`config.mk`:
```
export PLATFORM = sky130hd
export DESIGN_NAME = media_processor_debug_regs
export DESIGN_NICKNAME = d
export VERILOG_FILES = /design/src/core/mp_debug_pkg.sv /design/src/core/media_processor_debug_regs.sv
export VERILOG_INCLUDE_DIRS = /design/src /design/src/core
export SDC_FILE = /design/constraint.sdc
export NUM_CORES = 1
export LEC_CHECK = 0
export BUFFER_PORTS_ARGS = -buffer_cell sky130_fd_sc_hd__buf_2
export CORE_UTILIZATION = 51
export DETAILED_ROUTE_END_ITERATION = 8
export PLACE_DENSITY = 0.81
export SLEW_MARGIN = 20
export SYNTH_ARGS = -nofsm -noshare
export SYNTH_HDL_FRONTEND = slang
export SYNTH_SLANG_ARGS = --single-unit
```
`constraint.sdc`:
```
create_clock -name clk -period 2.2 [get_ports clk]
set_input_delay 0.44 -clock clk [delete_from_list [all_inputs] [get_ports clk]]
set_output_delay 0.44 -clock clk [all_outputs]
set_load 0.05 [all_outputs]
```
`src/core/mp_debug_consts.svh`:
```
// Offsets, field positions, reset values and widths of the debug registers.
`ifndef MP_DEBUG_CONSTS_SVH
`define MP_DEBUG_CONSTS_SVH

`define OFF_DATA_RAM_GRANT      8'h00
`define OFF_RUN_CONTROL_STATUS  8'h04
`define OFF_PROGRAM_COUNTER     8'h08
`define OFF_FAULT_DATA_ADDRESS  8'h0c
`define OFF_WATCH_ADDRESS       8'h10
`define OFF_EXCEPTION_PC        8'h14
`define OFF_EXCEPTION_CAUSE     8'h18
`define OFF_EXCEPTION_FLAGS     8'h1c
`define OFF_CYCLE_COUNTER       8'h20
`define OFF_BS_WATCH_ADDRESS    8'h24
`define OFF_BITS_IN_COUNTER     8'h28
`define OFF_BITS_OUT_COUNTER    8'h2c
`define OFF_INBOUND_MAILBOX     8'h30

`define RUN_BIT                 0
`define RELEASE_BIT             1
`define CAUSE_DELAY_BIT         31
`define MAILBOX_FULL_BIT        15

`define RST_GRANT               3'h0
`define RST_CONTROL             2'h0
`define RST_MAILBOX             16'h0000
`define NUM_EXC                 8
`define NUM_BANKS               3

`define EXC_LOAD_FAULT          5'h00
`define EXC_STORE_FAULT         5'h01

`endif

```
`src/core/mp_debug_pkg.sv`:
```
// Types shared by the media processor debug register bank.
package mp_debug_pkg;

   // One load or store issued by the media processor scalar unit.
   typedef struct packed {
      logic        valid;
      logic        write;
      logic [1:0]  bank;
      logic [31:0] addr;
   } ls_access_t;

   // Exception report from the media processor pipeline.
   typedef struct packed {
      logic [7:0]  events;
      logic [15:2] pc;
      logic        delay_slot;
      logic [31:0] data_addr;
   } exc_report_t;

   // One load or store issued by the bitstream processor.
   typedef struct packed {
      logic        valid;
      logic [15:0] addr;
   } bs_access_t;

   typedef enum logic [0:0] {
      BUS_IDLE,
      BUS_ACCESS
   } bus_state_t;

endpackage : mp_debug_pkg

```
`src/core/media_processor_debug_regs.sv`:
```
// Debug, control and status registers of the media processor.
//
// What this block does
// RULE_01 - Loads and stores to ungranted data RAM banks are ignored by RAM control.
// RULE_02 - Grant bits 0,1,2 enable banks A,B,C; all reset to zero.
// RULE_03 - DMA uses ungranted banks freely; granted banks stall DMA during loads/stores.
// RULE_04 - Control resets to 0x00; writing 0x00 halts and resets the processor.
// RULE_05 - Run bit: write 1 starts, write 0 halts, reads running state.
// RULE_06 - Control bit 1 low holds reset; high releases, then waits for run.
// RULE_07 - Software releases reset, sets run, then polls run for break stops.
// RULE_08 - PC write loads fetch counter; PC read returns decode counter.
// RULE_09 - Software reloads PC bits 15:2 each time it restarts the processor.
// RULE_10 - Load or store address fault captures the 32-bit data address.
// RULE_11 - Load/store addresses compared to watch bits 31:3; low bits read zero.
// RULE_12 - Exception PC bits 15:2 hold the faulting instruction; rest reads zero.
// RULE_13 - Cause holds code in bits 6:2 and delay-slot flag in bit 31.
// RULE_14 - Codes 0..7 name the eight exceptions; 8..31 are reserved.
// RULE_15 - Simultaneous exceptions record only the highest priority cause.
// RULE_16 - Sticky flag bits 0..7 per exception; software clears; 31:8 read zero.
// RULE_17 - No exception detection while any flag bit is set.
// RULE_18 - 32-bit cycle counter increments every clock with ce high, wraps, writable, resets zero.
// RULE_19 - Bitstream watchpoint compares bits 15:1, ignoring address bit 0.
// RULE_20 - 24-bit input counter counts 32-bit input FIFO transfers; writable.
// RULE_21 - 24-bit output counter counts 16-bit write buffer transfers; writable.
// RULE_22 - Mailbox write sets bit 15; bitstream read returns and clears it.
`timescale 1ns/100ps
`include "mp_debug_consts.svh"

module media_processor_debug_regs (
   // Clock, reset and freeze.
   input  wire logic                       clk,
   input  wire logic                       rst,
   input  wire logic                       ce,
   // AHB-Lite slave.
   input  wire logic                       hsel,
   input  wire logic [31:0]                haddr,
   input  wire logic [1:0]                 htrans,
   input  wire logic                       hwrite,
   input  wire logic [2:0]                 hsize,
   input  wire logic [31:0]                hwdata,
   input  wire logic                       hready,
   output logic                            hreadyout,
   output logic                            hresp,
   output logic [31:0]                     hrdata,
   // Media processor core.
   input  wire mp_debug_pkg::ls_access_t   ls,
   input  wire mp_debug_pkg::exc_report_t  exc,
   input  wire logic                       break_stop,
   input  wire logic [15:2]                decode_pc,
   output logic                            mp_run,
   output logic                            mp_reset_hold,
   output logic                            fetch_pc_load,
   output logic [15:2]                     fetch_pc,
   output logic                            watch_hit,
   // Data RAM control and DMA arbitration.
   input  wire logic [`NUM_BANKS-1:0]      dma_req,
   output logic [`NUM_BANKS-1:0]           dma_grant,
   output logic                            ram_rd_en,
   output logic                            ram_wr_en,
   // Bitstream processor.
   input  wire mp_debug_pkg::bs_access_t   bs_ls,
   input  wire logic                       bs_in_xfer,
   input  wire logic                       bs_out_xfer,
   input  wire logic                       bs_mbox_rd,
   output logic                            bs_watch_hit,
   output logic [15:0]                     bs_mbox_data
);

   mp_debug_pkg::bus_state_t bus_state_reg;
   logic [7:0]               addr_reg;
   logic                     write_reg;
   logic [2:0]               data_ram_grant_reg;
   logic [1:0]               control_reg;
   logic [31:0]              fault_addr_reg;
   logic [31:3]              watch_reg;
   logic [15:2]              epc_reg;
   logic [4:0]               cause_code_reg;
   logic                     cause_delay_reg;
   logic [7:0]               flags_reg;
   logic [7:0]               flags_next;
   logic [31:0]              cycle_reg;
   logic [15:1]              bs_watch_reg;
   logic [23:0]              in_count_reg;
   logic [23:0]              out_count_reg;
   logic [15:0]              mailbox_reg;
   logic                     acc_wr;
   logic                     acc_rd;
   logic                     detect;
   logic [31:0]              read_value;

   // True when the registered bus address equals the given offset.
   function automatic logic hit(input logic [7:0] a, input logic [7:0] off);
      hit = (a == off);
   endfunction : hit

   // Lowest set event code wins when several arrive together.
   function automatic logic [4:0] first_code(input logic [7:0] ev);
      first_code = 5'h00;
      for (int i = 7; i >= 0; i--) begin
         if (ev[i]) begin
            first_code = 5'(i);
         end
      end
   endfunction : first_code

   assign acc_wr = ce && (bus_state_reg == mp_debug_pkg::BUS_ACCESS)
                   && write_reg;
   assign acc_rd = ce && (bus_state_reg == mp_debug_pkg::BUS_ACCESS)
                   && !write_reg;
   assign detect = (flags_reg == 8'h00) && (exc.events != 8'h00); // RULE_17

   // Bus slave: one wait state, then registered read data, always OKAY.
   always_ff @(posedge clk) begin
      if (rst) begin
         bus_state_reg <= mp_debug_pkg::BUS_IDLE;
         addr_reg      <= 8'h00;
         write_reg     <= 1'b0;
         hreadyout     <= 1'b1;
         hresp         <= 1'b0;
         hrdata        <= 32'h0000_0000;
      end else if (ce) begin
         case (bus_state_reg)
            mp_debug_pkg::BUS_IDLE: begin
               if (hsel && htrans[1] && hready) begin
                  addr_reg      <= {haddr[7:2], 2'b00};
                  write_reg     <= hwrite;
                  hreadyout     <= 1'b0;
                  bus_state_reg <= mp_debug_pkg::BUS_ACCESS;
               end
            end
            mp_debug_pkg::BUS_ACCESS: begin
               hrdata        <= write_reg ? 32'h0000_0000 : read_value;
               hreadyout     <= 1'b1;
               bus_state_reg <= mp_debug_pkg::BUS_IDLE;
            end
            default: begin
               bus_state_reg <= mp_debug_pkg::BUS_IDLE;
               hreadyout     <= 1'b1;
            end
         endcase
      end
   end

   // Read multiplexer; unmapped offsets and undefined bits read zero.
   always_comb begin
      read_value = 32'h0000_0000;
      case (addr_reg)
         `OFF_DATA_RAM_GRANT:     read_value[2:0] = data_ram_grant_reg;
         `OFF_RUN_CONTROL_STATUS: read_value[1:0] = control_reg;
         `OFF_PROGRAM_COUNTER:    read_value[15:2] = decode_pc; // RULE_08
         `OFF_FAULT_DATA_ADDRESS: read_value = fault_addr_reg;
         `OFF_WATCH_ADDRESS:      read_value[31:3] = watch_reg; // RULE_11
         `OFF_EXCEPTION_PC:       read_value[15:2] = epc_reg; // RULE_12
         `OFF_EXCEPTION_CAUSE: begin
            read_value[6:2]              = cause_code_reg; // RULE_13
            read_value[`CAUSE_DELAY_BIT] = cause_delay_reg;
         end
         `OFF_EXCEPTION_FLAGS:    read_value[7:0] = flags_reg; // RULE_16
         `OFF_CYCLE_COUNTER:      read_value = cycle_reg;
         `OFF_BS_WATCH_ADDRESS:   read_value[15:1] = bs_watch_reg;
         `OFF_BITS_IN_COUNTER:    read_value[23:0] = in_count_reg;
         `OFF_BITS_OUT_COUNTER:   read_value[23:0] = out_count_reg;
         `OFF_INBOUND_MAILBOX:    read_value[15:0] = mailbox_reg;
         default:                 read_value = 32'h0000_0000;
      endcase
   end

   // Data RAM bank grants.
   always_ff @(posedge clk) begin
      if (rst) begin
         data_ram_grant_reg <= `RST_GRANT; // RULE_02
      end else if (acc_wr && hit(addr_reg, `OFF_DATA_RAM_GRANT)) begin
         data_ram_grant_reg <= hwdata[2:0]; // RULE_02
      end
   end

   // RAM strobes pass only for granted banks; bank 3 never exists.
   always_ff @(posedge clk) begin
      if (rst) begin
         ram_rd_en <= 1'b0;
         ram_wr_en <= 1'b0;
      end else if (ce) begin
         ram_rd_en <= ls.valid && !ls.write && (ls.bank != 2'h3)
                      && data_ram_grant_reg[ls.bank]; // RULE_01
         ram_wr_en <= ls.valid && ls.write && (ls.bank != 2'h3)
                      && data_ram_grant_reg[ls.bank]; // RULE_01
      end
   end

   // DMA may use a bank unless it is granted and a load or store is active.
   for (genvar b = 0; b < `NUM_BANKS; b++) begin : g_dma
      always_ff @(posedge clk) begin
         if (rst) begin
            dma_grant[b] <= 1'b0;
         end else if (ce) begin
            dma_grant[b] <= dma_req[b]
                            && !(data_ram_grant_reg[b] && ls.valid); // RULE_03
         end
      end
   end

   // Run and reset-release control; a break stop clears the run bit.
   always_ff @(posedge clk) begin
      if (rst) begin
         control_reg <= `RST_CONTROL; // RULE_04
      end else if (acc_wr && hit(addr_reg, `OFF_RUN_CONTROL_STATUS)) begin
         control_reg <= hwdata[1:0]; // RULE_04 RULE_05 RULE_06
      end else if (ce && break_stop) begin
         control_reg[`RUN_BIT] <= 1'b0; // RULE_05
      end
   end

   always_ff @(posedge clk) begin
      if (rst) begin
         mp_run        <= 1'b0;
         mp_reset_hold <= 1'b1;
      end else if (ce) begin
         mp_reset_hold <= !control_reg[`RELEASE_BIT]; // RULE_06
         mp_run        <= control_reg[`RUN_BIT]
                          && control_reg[`RELEASE_BIT]; // RULE_06
      end
   end

   // Program counter write loads the fetch stage.
   always_ff @(posedge clk) begin
      if (rst) begin
         fetch_pc_load <= 1'b0;
         fetch_pc      <= 14'h0000;
      end else if (ce) begin
         fetch_pc_load <= acc_wr && hit(addr_reg, `OFF_PROGRAM_COUNTER);
         if (acc_wr && hit(addr_reg, `OFF_PROGRAM_COUNTER)) begin
            fetch_pc <= hwdata[15:2]; // RULE_08
         end
      end
   end

   // Watch addresses and match detection.
   always_ff @(posedge clk) begin
      if (rst) begin
         watch_reg    <= 29'h0000_0000;
         bs_watch_reg <= 15'h0000;
      end else begin
         if (acc_wr && hit(addr_reg, `OFF_WATCH_ADDRESS)) begin
            watch_reg <= hwdata[31:3];
         end
         if (acc_wr && hit(addr_reg, `OFF_BS_WATCH_ADDRESS)) begin
            bs_watch_reg <= hwdata[15:1];
         end
      end
   end

   always_ff @(posedge clk) begin
      if (rst) begin
         watch_hit    <= 1'b0;
         bs_watch_hit <= 1'b0;
      end else if (ce) begin
         watch_hit    <= ls.valid && (ls.addr[31:3] == watch_reg); // RULE_11
         bs_watch_hit <= bs_ls.valid
                         && (bs_ls.addr[15:1] == bs_watch_reg); // RULE_19
      end
   end

   // Exception capture happens only while every flag is clear.
   always_ff @(posedge clk) begin
      if (rst) begin
         fault_addr_reg  <= 32'h0000_0000;
         epc_reg         <= 14'h0000;
         cause_code_reg  <= 5'h00;
         cause_delay_reg <= 1'b0;
      end else if (ce && detect) begin
         epc_reg         <= exc.pc; // RULE_12
         cause_code_reg  <= first_code(exc.events); // RULE_14 RULE_15
         cause_delay_reg <= exc.delay_slot; // RULE_13
         if (first_code(exc.events) == `EXC_LOAD_FAULT
             || first_code(exc.events) == `EXC_STORE_FAULT) begin
            fault_addr_reg <= exc.data_addr; // RULE_10
         end
      end
   end

   // Sticky flags: a detected event wins over a clearing write.
   always_comb begin
      flags_next = flags_reg;
      if (acc_wr && hit(addr_reg, `OFF_EXCEPTION_FLAGS)) begin
         flags_next = hwdata[7:0];
      end
      if (detect) begin
         flags_next = flags_next | exc.events; // RULE_16
      end
   end

   always_ff @(posedge clk) begin
      if (rst) begin
         flags_reg <= 8'h00;
      end else if (ce) begin
         flags_reg <= flags_next; // RULE_16 RULE_17
      end
   end

   // Free-running and transfer counters; a write wins over a step.
   always_ff @(posedge clk) begin
      if (rst) begin
         cycle_reg <= 32'h0000_0000;
      end else if (acc_wr && hit(addr_reg, `OFF_CYCLE_COUNTER)) begin
         cycle_reg <= hwdata;
      end else if (ce) begin
         cycle_reg <= cycle_reg + 32'h0000_0001; // RULE_18
      end
   end

   always_ff @(posedge clk) begin
      if (rst) begin
         in_count_reg  <= 24'h00_0000;
         out_count_reg <= 24'h00_0000;
      end else if (ce) begin
         if (acc_wr && hit(addr_reg, `OFF_BITS_IN_COUNTER)) begin
            in_count_reg <= hwdata[23:0];
         end else if (bs_in_xfer) begin
            in_count_reg <= in_count_reg + 24'h00_0001; // RULE_20
         end
         if (acc_wr && hit(addr_reg, `OFF_BITS_OUT_COUNTER)) begin
            out_count_reg <= hwdata[23:0];
         end else if (bs_out_xfer) begin
            out_count_reg <= out_count_reg + 24'h00_0001; // RULE_21
         end
      end
   end

   // Inbound mailbox; the write's set of bit 15 wins over a read's clear.
   always_ff @(posedge clk) begin
      if (rst) begin
         mailbox_reg  <= `RST_MAILBOX;
         bs_mbox_data <= 16'h0000;
      end else if (ce) begin
         if (bs_mbox_rd) begin
            bs_mbox_data <= mailbox_reg; // RULE_22
         end
         if (acc_wr && hit(addr_reg, `OFF_INBOUND_MAILBOX)) begin
            mailbox_reg <= {1'b1, hwdata[14:0]}; // RULE_22
         end else if (bs_mbox_rd) begin
            mailbox_reg[`MAILBOX_FULL_BIT] <= 1'b0; // RULE_22
         end
      end
   end
endmodule : media_processor_debug_regs

```
==> results of run 1 <==
[cell type report]
cell class	instances	share of cell area, %
Timing Repair Buffer	373	14.0
Sequential cell	284	31.8
Inverter	19	0.399
Clock buffer	38	4.65
Clock inverter	15	1.11
Tap cell	378	2.64
Multi-Input combinational cell	1398	45.4
[Yosys cell counts (7+ instances only)]
| library cell | n | area share [%] |
|---|---|---|
| sky130_fd_sc_hd__a211o_1 | 10 | 0.61 |
| sky130_fd_sc_hd__a211oi_1 | 18 | 0.93 |
| sky130_fd_sc_hd__a21o_1 | 19 | 0.99 |
| sky130_fd_sc_hd__a21oi_1 | 230 | 8.0 |
| sky130_fd_sc_hd__a221oi_1 | 22 | 1.3 |
| sky130_fd_sc_hd__a222oi_1 | 22 | 1.5 |
| sky130_fd_sc_hd__a22o_1 | 15 | 0.91 |
| sky130_fd_sc_hd__a22oi_1 | 47 | 2.4 |
| sky130_fd_sc_hd__a2bb2oi_1 | 7 | 0.42 |
| sky130_fd_sc_hd__a31o_2 | 7 | 0.42 |
| sky130_fd_sc_hd__a31oi_1 | 25 | 1.1 |
| sky130_fd_sc_hd__and2_1 | 23 | 1.0 |
| sky130_fd_sc_hd__and3_1 | 34 | 1.5 |
| sky130_fd_sc_hd__and4_1 | 18 | 1.1 |
| sky130_fd_sc_hd__buf_1 | 9 | 0.23 |
| sky130_fd_sc_hd__buf_2 | 30 | 1.0 |
| sky130_fd_sc_hd__clkbuf_1 | 113 | 2.9 |
| sky130_fd_sc_hd__dfxtp_1 | 284 | 39 |
| sky130_fd_sc_hd__inv_1 | 18 | 0.47 |
| sky130_fd_sc_hd__mux2_2 | 9 | 0.70 |
| sky130_fd_sc_hd__mux2i_1 | 38 | 2.6 |
| sky130_fd_sc_hd__nand2_1 | 386 | 10 |
| sky130_fd_sc_hd__nand3_1 | 50 | 1.7 |
| sky130_fd_sc_hd__nand4_1 | 29 | 1.3 |
| sky130_fd_sc_hd__nand4b_1 | 8 | 0.48 |
| sky130_fd_sc_hd__nor2_1 | 83 | 2.2 |
| sky130_fd_sc_hd__nor2b_1 | 8 | 0.35 |
| sky130_fd_sc_hd__nor3_1 | 26 | 0.90 |
| sky130_fd_sc_hd__nor4_1 | 20 | 0.87 |
| sky130_fd_sc_hd__o211ai_1 | 8 | 0.42 |
| sky130_fd_sc_hd__o21a_1 | 8 | 0.42 |
| sky130_fd_sc_hd__o21ai_0 | 63 | 2.2 |
| sky130_fd_sc_hd__o21ai_1 | 13 | 0.45 |
| sky130_fd_sc_hd__o22ai_1 | 7 | 0.30 |
| sky130_fd_sc_hd__o31a_1 | 8 | 0.48 |
| sky130_fd_sc_hd__o31ai_1 | 7 | 0.36 |
| sky130_fd_sc_hd__or3_1 | 12 | 0.52 |
| sky130_fd_sc_hd__xnor2_1 | 14 | 0.85 |
| sky130_fd_sc_hd__xor2_1 | 30 | 1.8 |
[logic make-up (layout without fill, tap and decap cells)]
group | after synthesis | after routing
AND/OR/NAND/NOR | 733 | 733
AO/OA/AOI/OAI | 570 | 570
flip-flops | 284 | 284
buffers and inverters | 176 | 445
multiplexers | 47 | 47
XOR/XNOR | 44 | 44
adder cells (fa/ha/maj) | 3 | 3
other | 1 | 1
[through the flow]
stage | power [mW] | setup WS, ns | setup TNS [ns] | utilization (%) | std cells
after floorplan | 6.18 | 0.0763 | 0 | - | 1858
after CTS | 12.1 | 0.00842 | 0 | 63.8 | 2500
final | 12.1 | 0.00408 | 0 | 64.2 | 2505
after detailed placement | 6.82 | -0.0542 | -0.131 | 60.1 | 2447
after global placement | 6.79 | -0.112 | -0.112 | 60.1 | 2447
after global routing | 12.4 | -0.0381 | -0.0787 | 64.2 | 2505
[worst max-delay path by stage]
stage,startpoint,end,cells after the start
6_report,addr_reg[6],hrdata[4],7
3_5_place_dp,ls[3],watch_hit,7
5_1_grt,addr_reg[7],cycle_reg[5],8
3_3_place_gp,ls[3],watch_hit,7
4_1_cts,addr_reg[7],hrdata[9],7
2_1_floorplan,addr_reg[7],in_count_reg[19],7
[where the power goes]
part           total [mW]  switching, mW  internal, mW
Combinational        1.30          0.794         0.503
Clock                5.36           2.21          3.14
Sequential           5.46          0.151          5.31
[routing by layer]
metal  track usage (%)  vias to the layer above  share of wire, %
met5                 0                        -                 0
met4              15.6                        0               4.3
met3              5.86                      173                10
met2              58.3                     1007                45
met1              50.0                     7572                40
li1                  -                     7233                 -
[worst max-delay path: stages, from the launching register on]
cell                       delay (ns)
sky130_fd_sc_hd__dfxtp_1         0.40
sky130_fd_sc_hd__buf_6           0.17
sky130_fd_sc_hd__and4bb_2        0.30
sky130_fd_sc_hd__and2_0          0.20
sky130_fd_sc_hd__buf_12          0.17
sky130_fd_sc_hd__a222oi_1        0.48
sky130_fd_sc_hd__and3_1          0.22
sky130_fd_sc_hd__a221oi_1        0.07
[what timing repair did]
| action | CTS | global route |
|---|---|---|
| cloned | 0 | 1 |
| setup endpoints to repair | 7 | 29 |
| setup buffers | 0 | 4 |
| hold endpoints to repair | 0 | 0 |
| resized for setup | 3 | 13 |
| pin swaps | 0 | 5 |
==> impl_summary.log, run 1 <==
INFO  metric worst_clock_skew = 0.0133 ns
INFO  metric combined_area_of_all_synthesized_cells = between 0.01 and 0.015 mm²
INFO  metric grt_max_degree = 154
INFO  metric synth.yosys.seq_area_share = 39.3%
INFO  metric core.rowCount = 61
INFO  metric die_height = 170 µm
INFO  metric worst_slew_pin_slew = 0.862 ns
INFO  metric yosys_warnings = 0
INFO  metric timing.critical_path.arrival = 2.59 ns
INFO  metric worstSkewPairLatency = 0.56 ns
INFO  metric r2r_cells = 7
INFO  metric distinct_cell_type_count_of_the_synthesized_netlist = between 70 and 80
INFO  metric place_area = 0.0167 mm²
INFO  metric critical_path_end_type = register
INFO  metric regToRegStartpoint = addr_reg[6]
INFO  metric clock_root_cell = sky130_fd_sc_hd__clkbuf_16
INFO  metric floorplan.die_area = just under 0.03 mm²
INFO  metric hold_viol = 0
INFO  metric asyncSetResetFlopFracSynth = 0%
INFO  metric fp.coreArea = ~0.028 mm²
INFO  metric number_of_global_route_vias_before_repair = 14677
INFO  metric finalCritPeriodShare = 99.8%
INFO  metric routed_vias = 15985
INFO  metric post_synth_and_or_nand_nor_area_fraction = 24.1%
INFO  metric slew_viol_final = 0
INFO  metric finish.instance_area = 0.0179 mm²
INFO  metric timing.critical_path.required = 2.60 ns
INFO  metric buffers_added_on_ports = approximately 240
INFO  metric postRouteWirelength = 55200 µm
INFO  metric hold_end = epc_reg[5]
INFO  metric power_density = roughly 680 mW/mm²
INFO  metric first_iter_violations = 2209
INFO  metric detailed_place_hpwl = between 30000 and 40000 µm
INFO  metric ff_latch_area = 0.00569 mm²
INFO  metric routedWlPerCell = 22.0 µm
INFO  metric worst_min_delay_path_category = in -> reg
INFO  metric antenna_found_initial = 0
INFO  metric final_min_period = around 2.2 ns
INFO  metric synth_compound_gate_area_share = between 20% and 30%
INFO  metric max_freq = 0.455 GHz
INFO  metric final_layout_size_suffix_gt1_share = a little over a fifth
INFO  metric largest_family_of_logic_cells_by_synthesized_area = compound AO/OA/AOI/OAI gates
INFO  metric vdd.ir_drop.worst = 0.000638 V
INFO  metric grt_usage = 36.9%
INFO  metric worst-setup-path-type = reg -> reg
INFO  metric timing.critical_path.fanout_max = 24
INFO  metric worst_case_headroom_to_the_max_slew_limit = a little over two fifths
INFO  metric routed_via_density = about 6.4
INFO  metric cts-hold-fix-buffers = 0
INFO  metric worst_setup_path_start_kind = register
INFO  metric mappedNetlistNets = a little over 2000
INFO  metric final_cell_mix = sky130_fd_sc_hd__nand2_1, sky130_fd_sc_hd__dfxtp_1, sky130_fd_sc_hd__buf_2, sky130_fd_sc_hd__a21oi_1, sky130_fd_sc_hd__buf_4
INFO  metric multi_input_area = 0.00813 mm²
INFO  metric reported_leakage_power = 6.71 nW
INFO  metric cts-root-to-sink-buffers = 3
INFO  metric finalNetCount = 2313
INFO  metric hold_path.startpoint = exc[36]
INFO  metric start_util = approximately 52%
INFO  metric maxCapViolations = 0
INFO  metric clock_sink_count = 284
INFO  metric grt_pass1_wl = 83000 µm
INFO  metric synth_edf_count = 0
INFO  metric area.growth.synth_to_final = 23.7%
INFO  metric drt_pre_antenna_iters = 8
INFO  metric top_level_ports = between 200 and 300
INFO  metric muxShareOfSynthArea = roughly 3.3%
INFO  metric layout_commonest_cell = sky130_fd_sc_hd__nand2_1
INFO  metric tritoncts_buffer_count = 30
INFO  metric worst_setup_hold_path_clk_slew = 0.07 ns
INFO  metric status = finished, final reports clean
INFO  metric reg2reg_to = hrdata[4]
INFO  metric fillers = 2338
INFO  metric diodes = 0
INFO  metric fin_hold_ws = 0.104 ns
INFO  metric synth_fa_ha_area_share = 0.260%
INFO  metric syn-instance-count = 1858
INFO  metric r2r_setup_slack = 0.004 ns
INFO  metric area_share_of_xor_xnor_cells_in_the_synthesized_design = 2.67%
INFO  metric drcViolationCount = 0
INFO  metric route.antenna.remaining_nets = 0
INFO  metric synth.avg_cell_area = 7.78 µm²
INFO  metric min_delay_path_depth = 3
INFO  metric place.gp.congestion = 0.977
INFO  metric globalRouteOverflowTotal = 0
INFO  metric yosys_register_bits = between 200 and 300
INFO  metric chipWidth = between 150 and 200 µm
INFO  metric finalSetupViolations = 0
INFO  metric ctsHtreeMaxLevel = 1
INFO  metric dominantRegCellSynth = sky130_fd_sc_hd__dfxtp_1
INFO  metric cts_tree = built
Note: power is estimated with default switching activity, not from simulation.
==> run 2: changes to the inputs <==
Settings changed: CORE_MARGIN set to 4.
==> run 2 against run 1 <==
  * The flow now finishes with violations (negative setup slack)
  * Sequential cell count stayed put
  * Setup slack worse by 0.018 ns
  * First-iteration DRC count is 2.2% higher
  * Maximum frequency is 0.83% lower
  * Cell count is 0.20% lower
  * Non-clock buffer count is 6 lower
  * Worst hold slack worse by 0.0033 ns
  * Wire length is 2.0% higher
  * Die area is 7.2% higher
  * Clock power is 2% higher
  * Critical path type unchanged
==> impl_summary.log, run 2 (synthesized netlist as in run 1, its figures left out) <==
INFO  metric setup_total_negative_slack = -0.0142 ns
INFO  metric delay_heaviest_family_cp = compound AO/OA/AOI/OAI gates
INFO  metric pwr-share-comb = 11.0%
INFO  metric chipWidth = approximately 180 µm
INFO  metric worst_clock_skew = 0.0237 ns
INFO  metric core.rowCount = 61
INFO  metric place_area = approximately 0.017 mm²
INFO  metric antenna_found_initial = 1
INFO  metric grt_max_degree = 96
INFO  metric globalRouteOverflowTotal = 0
INFO  metric final_cell_mix = sky130_fd_sc_hd__nand2_1, sky130_fd_sc_hd__dfxtp_1, sky130_fd_sc_hd__buf_2, sky130_fd_sc_hd__a21oi_1, sky130_fd_sc_hd__buf_4
INFO  metric routedWlPerCell = 22.5 µm
INFO  metric drcViolationCount = 0
INFO  metric number_of_global_route_vias_before_repair = 14986
INFO  metric hold_viol = 0
INFO  metric clock_sink_count = 284
INFO  metric reported_leakage_power = 6.73 nW
INFO  metric area.growth.synth_to_final = 24.0%
INFO  metric detailed_place_hpwl = 39800 µm
INFO  metric dpl.cell_count = 2442
INFO  metric path_cells = buf_4 > mux2_2 > a22o_1 > a222oi_1 > and3_1 > a31oi_1
INFO  metric top_level_ports = around 280
INFO  metric power.share.sequential = around 44%
INFO  metric drt_pre_antenna_iters = 9
INFO  metric worst-setup-path-type = reg -> reg
INFO  metric cts-root-to-sink-buffers = 3
INFO  metric grt_usage = 34.3%
INFO  metric first_iter_violations = 2257
INFO  metric floorplan.die_area = between 0.03 and 0.04 mm²
INFO  metric timing.critical_path.required = around 2.7 ns
INFO  metric failing_checks = negative setup slack
INFO  metric final_layout_size_suffix_gt1_share = 21.6%
INFO  metric start_util = approximately 52%
INFO  metric power_density = 686 mW/mm²
INFO  metric route.antenna.remaining_nets = 0
INFO  metric finalNetCount = between 2000 and 2500
INFO  metric critical_path_end_type = register
INFO  metric finalWorstSetupSlack = -0.0142 ns
INFO  metric fin_hold_ws = between 0.1 and 0.15 ns
INFO  metric crit_slowest_cell = sky130_fd_sc_hd__a222oi_1
INFO  metric final_min_period = 2.21 ns
INFO  metric status = finished, violations left
INFO  metric finalSetupViolations = 1
INFO  metric worst_case_headroom_to_the_max_slew_limit = approximately 50%
INFO  metric place.gp.congestion = around 1
INFO  metric clock_root_cell = sky130_fd_sc_hd__clkbuf_16
INFO  metric buffers_added_on_ports = 242
INFO  metric worst_setup_hold_path_clk_slew = 0.06 ns
INFO  metric timing.critical_path.fanout_max = 20
INFO  metric final_core_utilization = around 64%
INFO  metric design_power_total = 12.3 mW
INFO  metric critical_path.max_stage_delay = 0.52 ns
INFO  metric ctsHtreeMaxLevel = 1
INFO  metric cts_tree = built
INFO  metric fp.coreArea = 0.0279 mm²
INFO  metric grt_pass1_wl = 84700 µm
INFO  metric timing.critical_path.arrival = between 2 and 3 ns
INFO  metric worst_slew_pin_slew = roughly 0.75 ns
INFO  metric slew_viol_final = 0
INFO  metric vdd.ir_drop.worst = 0.000638 V
INFO  metric die_height = about 180 µm
INFO  metric layoutNonFillerInstCount = 2500
INFO  metric power.internal = 9.16 mW
INFO  metric cts-hold-fix-buffers = 0
INFO  metric worst_setup_slack_after_placement = -0.0158 ns
INFO  metric routed_vias = 16010
INFO  metric max_freq = roughly 0.45 GHz
INFO  metric pwr-share-clk = around 45%
INFO  metric rsz_0062_raised_after_global_routing = false
INFO  metric power.switching = 3.13 mW
INFO  metric postRouteWirelength = 56300 µm
INFO  metric layout_commonest_cell = sky130_fd_sc_hd__nand2_1
INFO  metric worstSkewPairLatency = just under 0.6 ns
INFO  metric timing.critical_path.buf_inv = 1
INFO  metric worst_min_delay_path_category = in -> reg
INFO  metric tritoncts_buffer_count = 30
INFO  metric power_switching_share = 25.5%
INFO  metric routed_via_density = 6.40
INFO  metric worst_setup_path_start_kind = register
INFO  metric finalCritPeriodShare = 101%
INFO  metric maxCapViolations = 0
INFO  metric finish.instance_area = 0.0179 mm²
[run 2: timing repair]
item | 4_1_cts | 5_1_grt
setup buffers | 0 | 3
endpoints found under the setup margin | 0 | 75
resized for setup | 0 | 16
endpoints found under the hold margin | 0 | 0
[run 2: worst paths after layout]
| kind | slack, ns | cells past startpoint | startpoint | to |
|---|---|---|---|---|
| worst min register to register | 0.45 | 2 | fetch_pc[11] | fetch_pc[11] |
| worst min-delay path | 0.10 | 3 | exc[17] | fault_addr_reg[17] |
| worst max register to register | -0.01 | 6 | addr_reg[4] | hrdata[6] |
| worst max-delay path | -0.01 | 6 | addr_reg[4] | hrdata[6] |
[run 2: power groups by stage]
| stage | Combinational (mW) | Sequential (mW) | Clock [mW] |
|---|---|---|---|
| 3_5_place_dp | 1.30 | 5.57 | 0 |
| 4_1_cts | 1.31 | 5.45 | 5.48 |
| 3_3_place_gp | 1.28 | 5.56 | 0 |
| 6_report | 1.35 | 5.46 | 5.48 |
| 5_1_grt | 1.45 | 5.47 | 5.69 |
| 2_1_floorplan | 0.669 | 5.51 | 0 |
[run 2: area by class of cell]
cell class	count	area, µm²
clock buffers	39	855
clock inverters	14	211
inverters	19	71.3
well taps	378	473
diodes	1	2.50
multi-input cells	1398	8120
fillers	2328	9930
repair buffers	367	2500
flip-flops and latches	284	5690
[run 2: layer usage]
| metal | up-vias | GRT usage (%) | wire (µm) |
|---|---|---|---|
| met5 | - | 0 | 0 |
| met4 | 0 | 15.0 | 3130 |
| met3 | 211 | 6.64 | 7390 |
| met2 | 1138 | 53.1 | 24700 |
| met1 | 7439 | 46.7 | 21100 |
| li1 | 7222 | - | - |
[run 2: worst reg2reg max path, stage by stage, from the launching register on]
cell                       delay, ns
sky130_fd_sc_hd__dfxtp_1        0.41
sky130_fd_sc_hd__buf_4          0.28
sky130_fd_sc_hd__mux2_2         0.37
sky130_fd_sc_hd__a22o_1         0.21
sky130_fd_sc_hd__a222oi_1       0.52
sky130_fd_sc_hd__and3_1         0.26
sky130_fd_sc_hd__a31oi_1        0.08
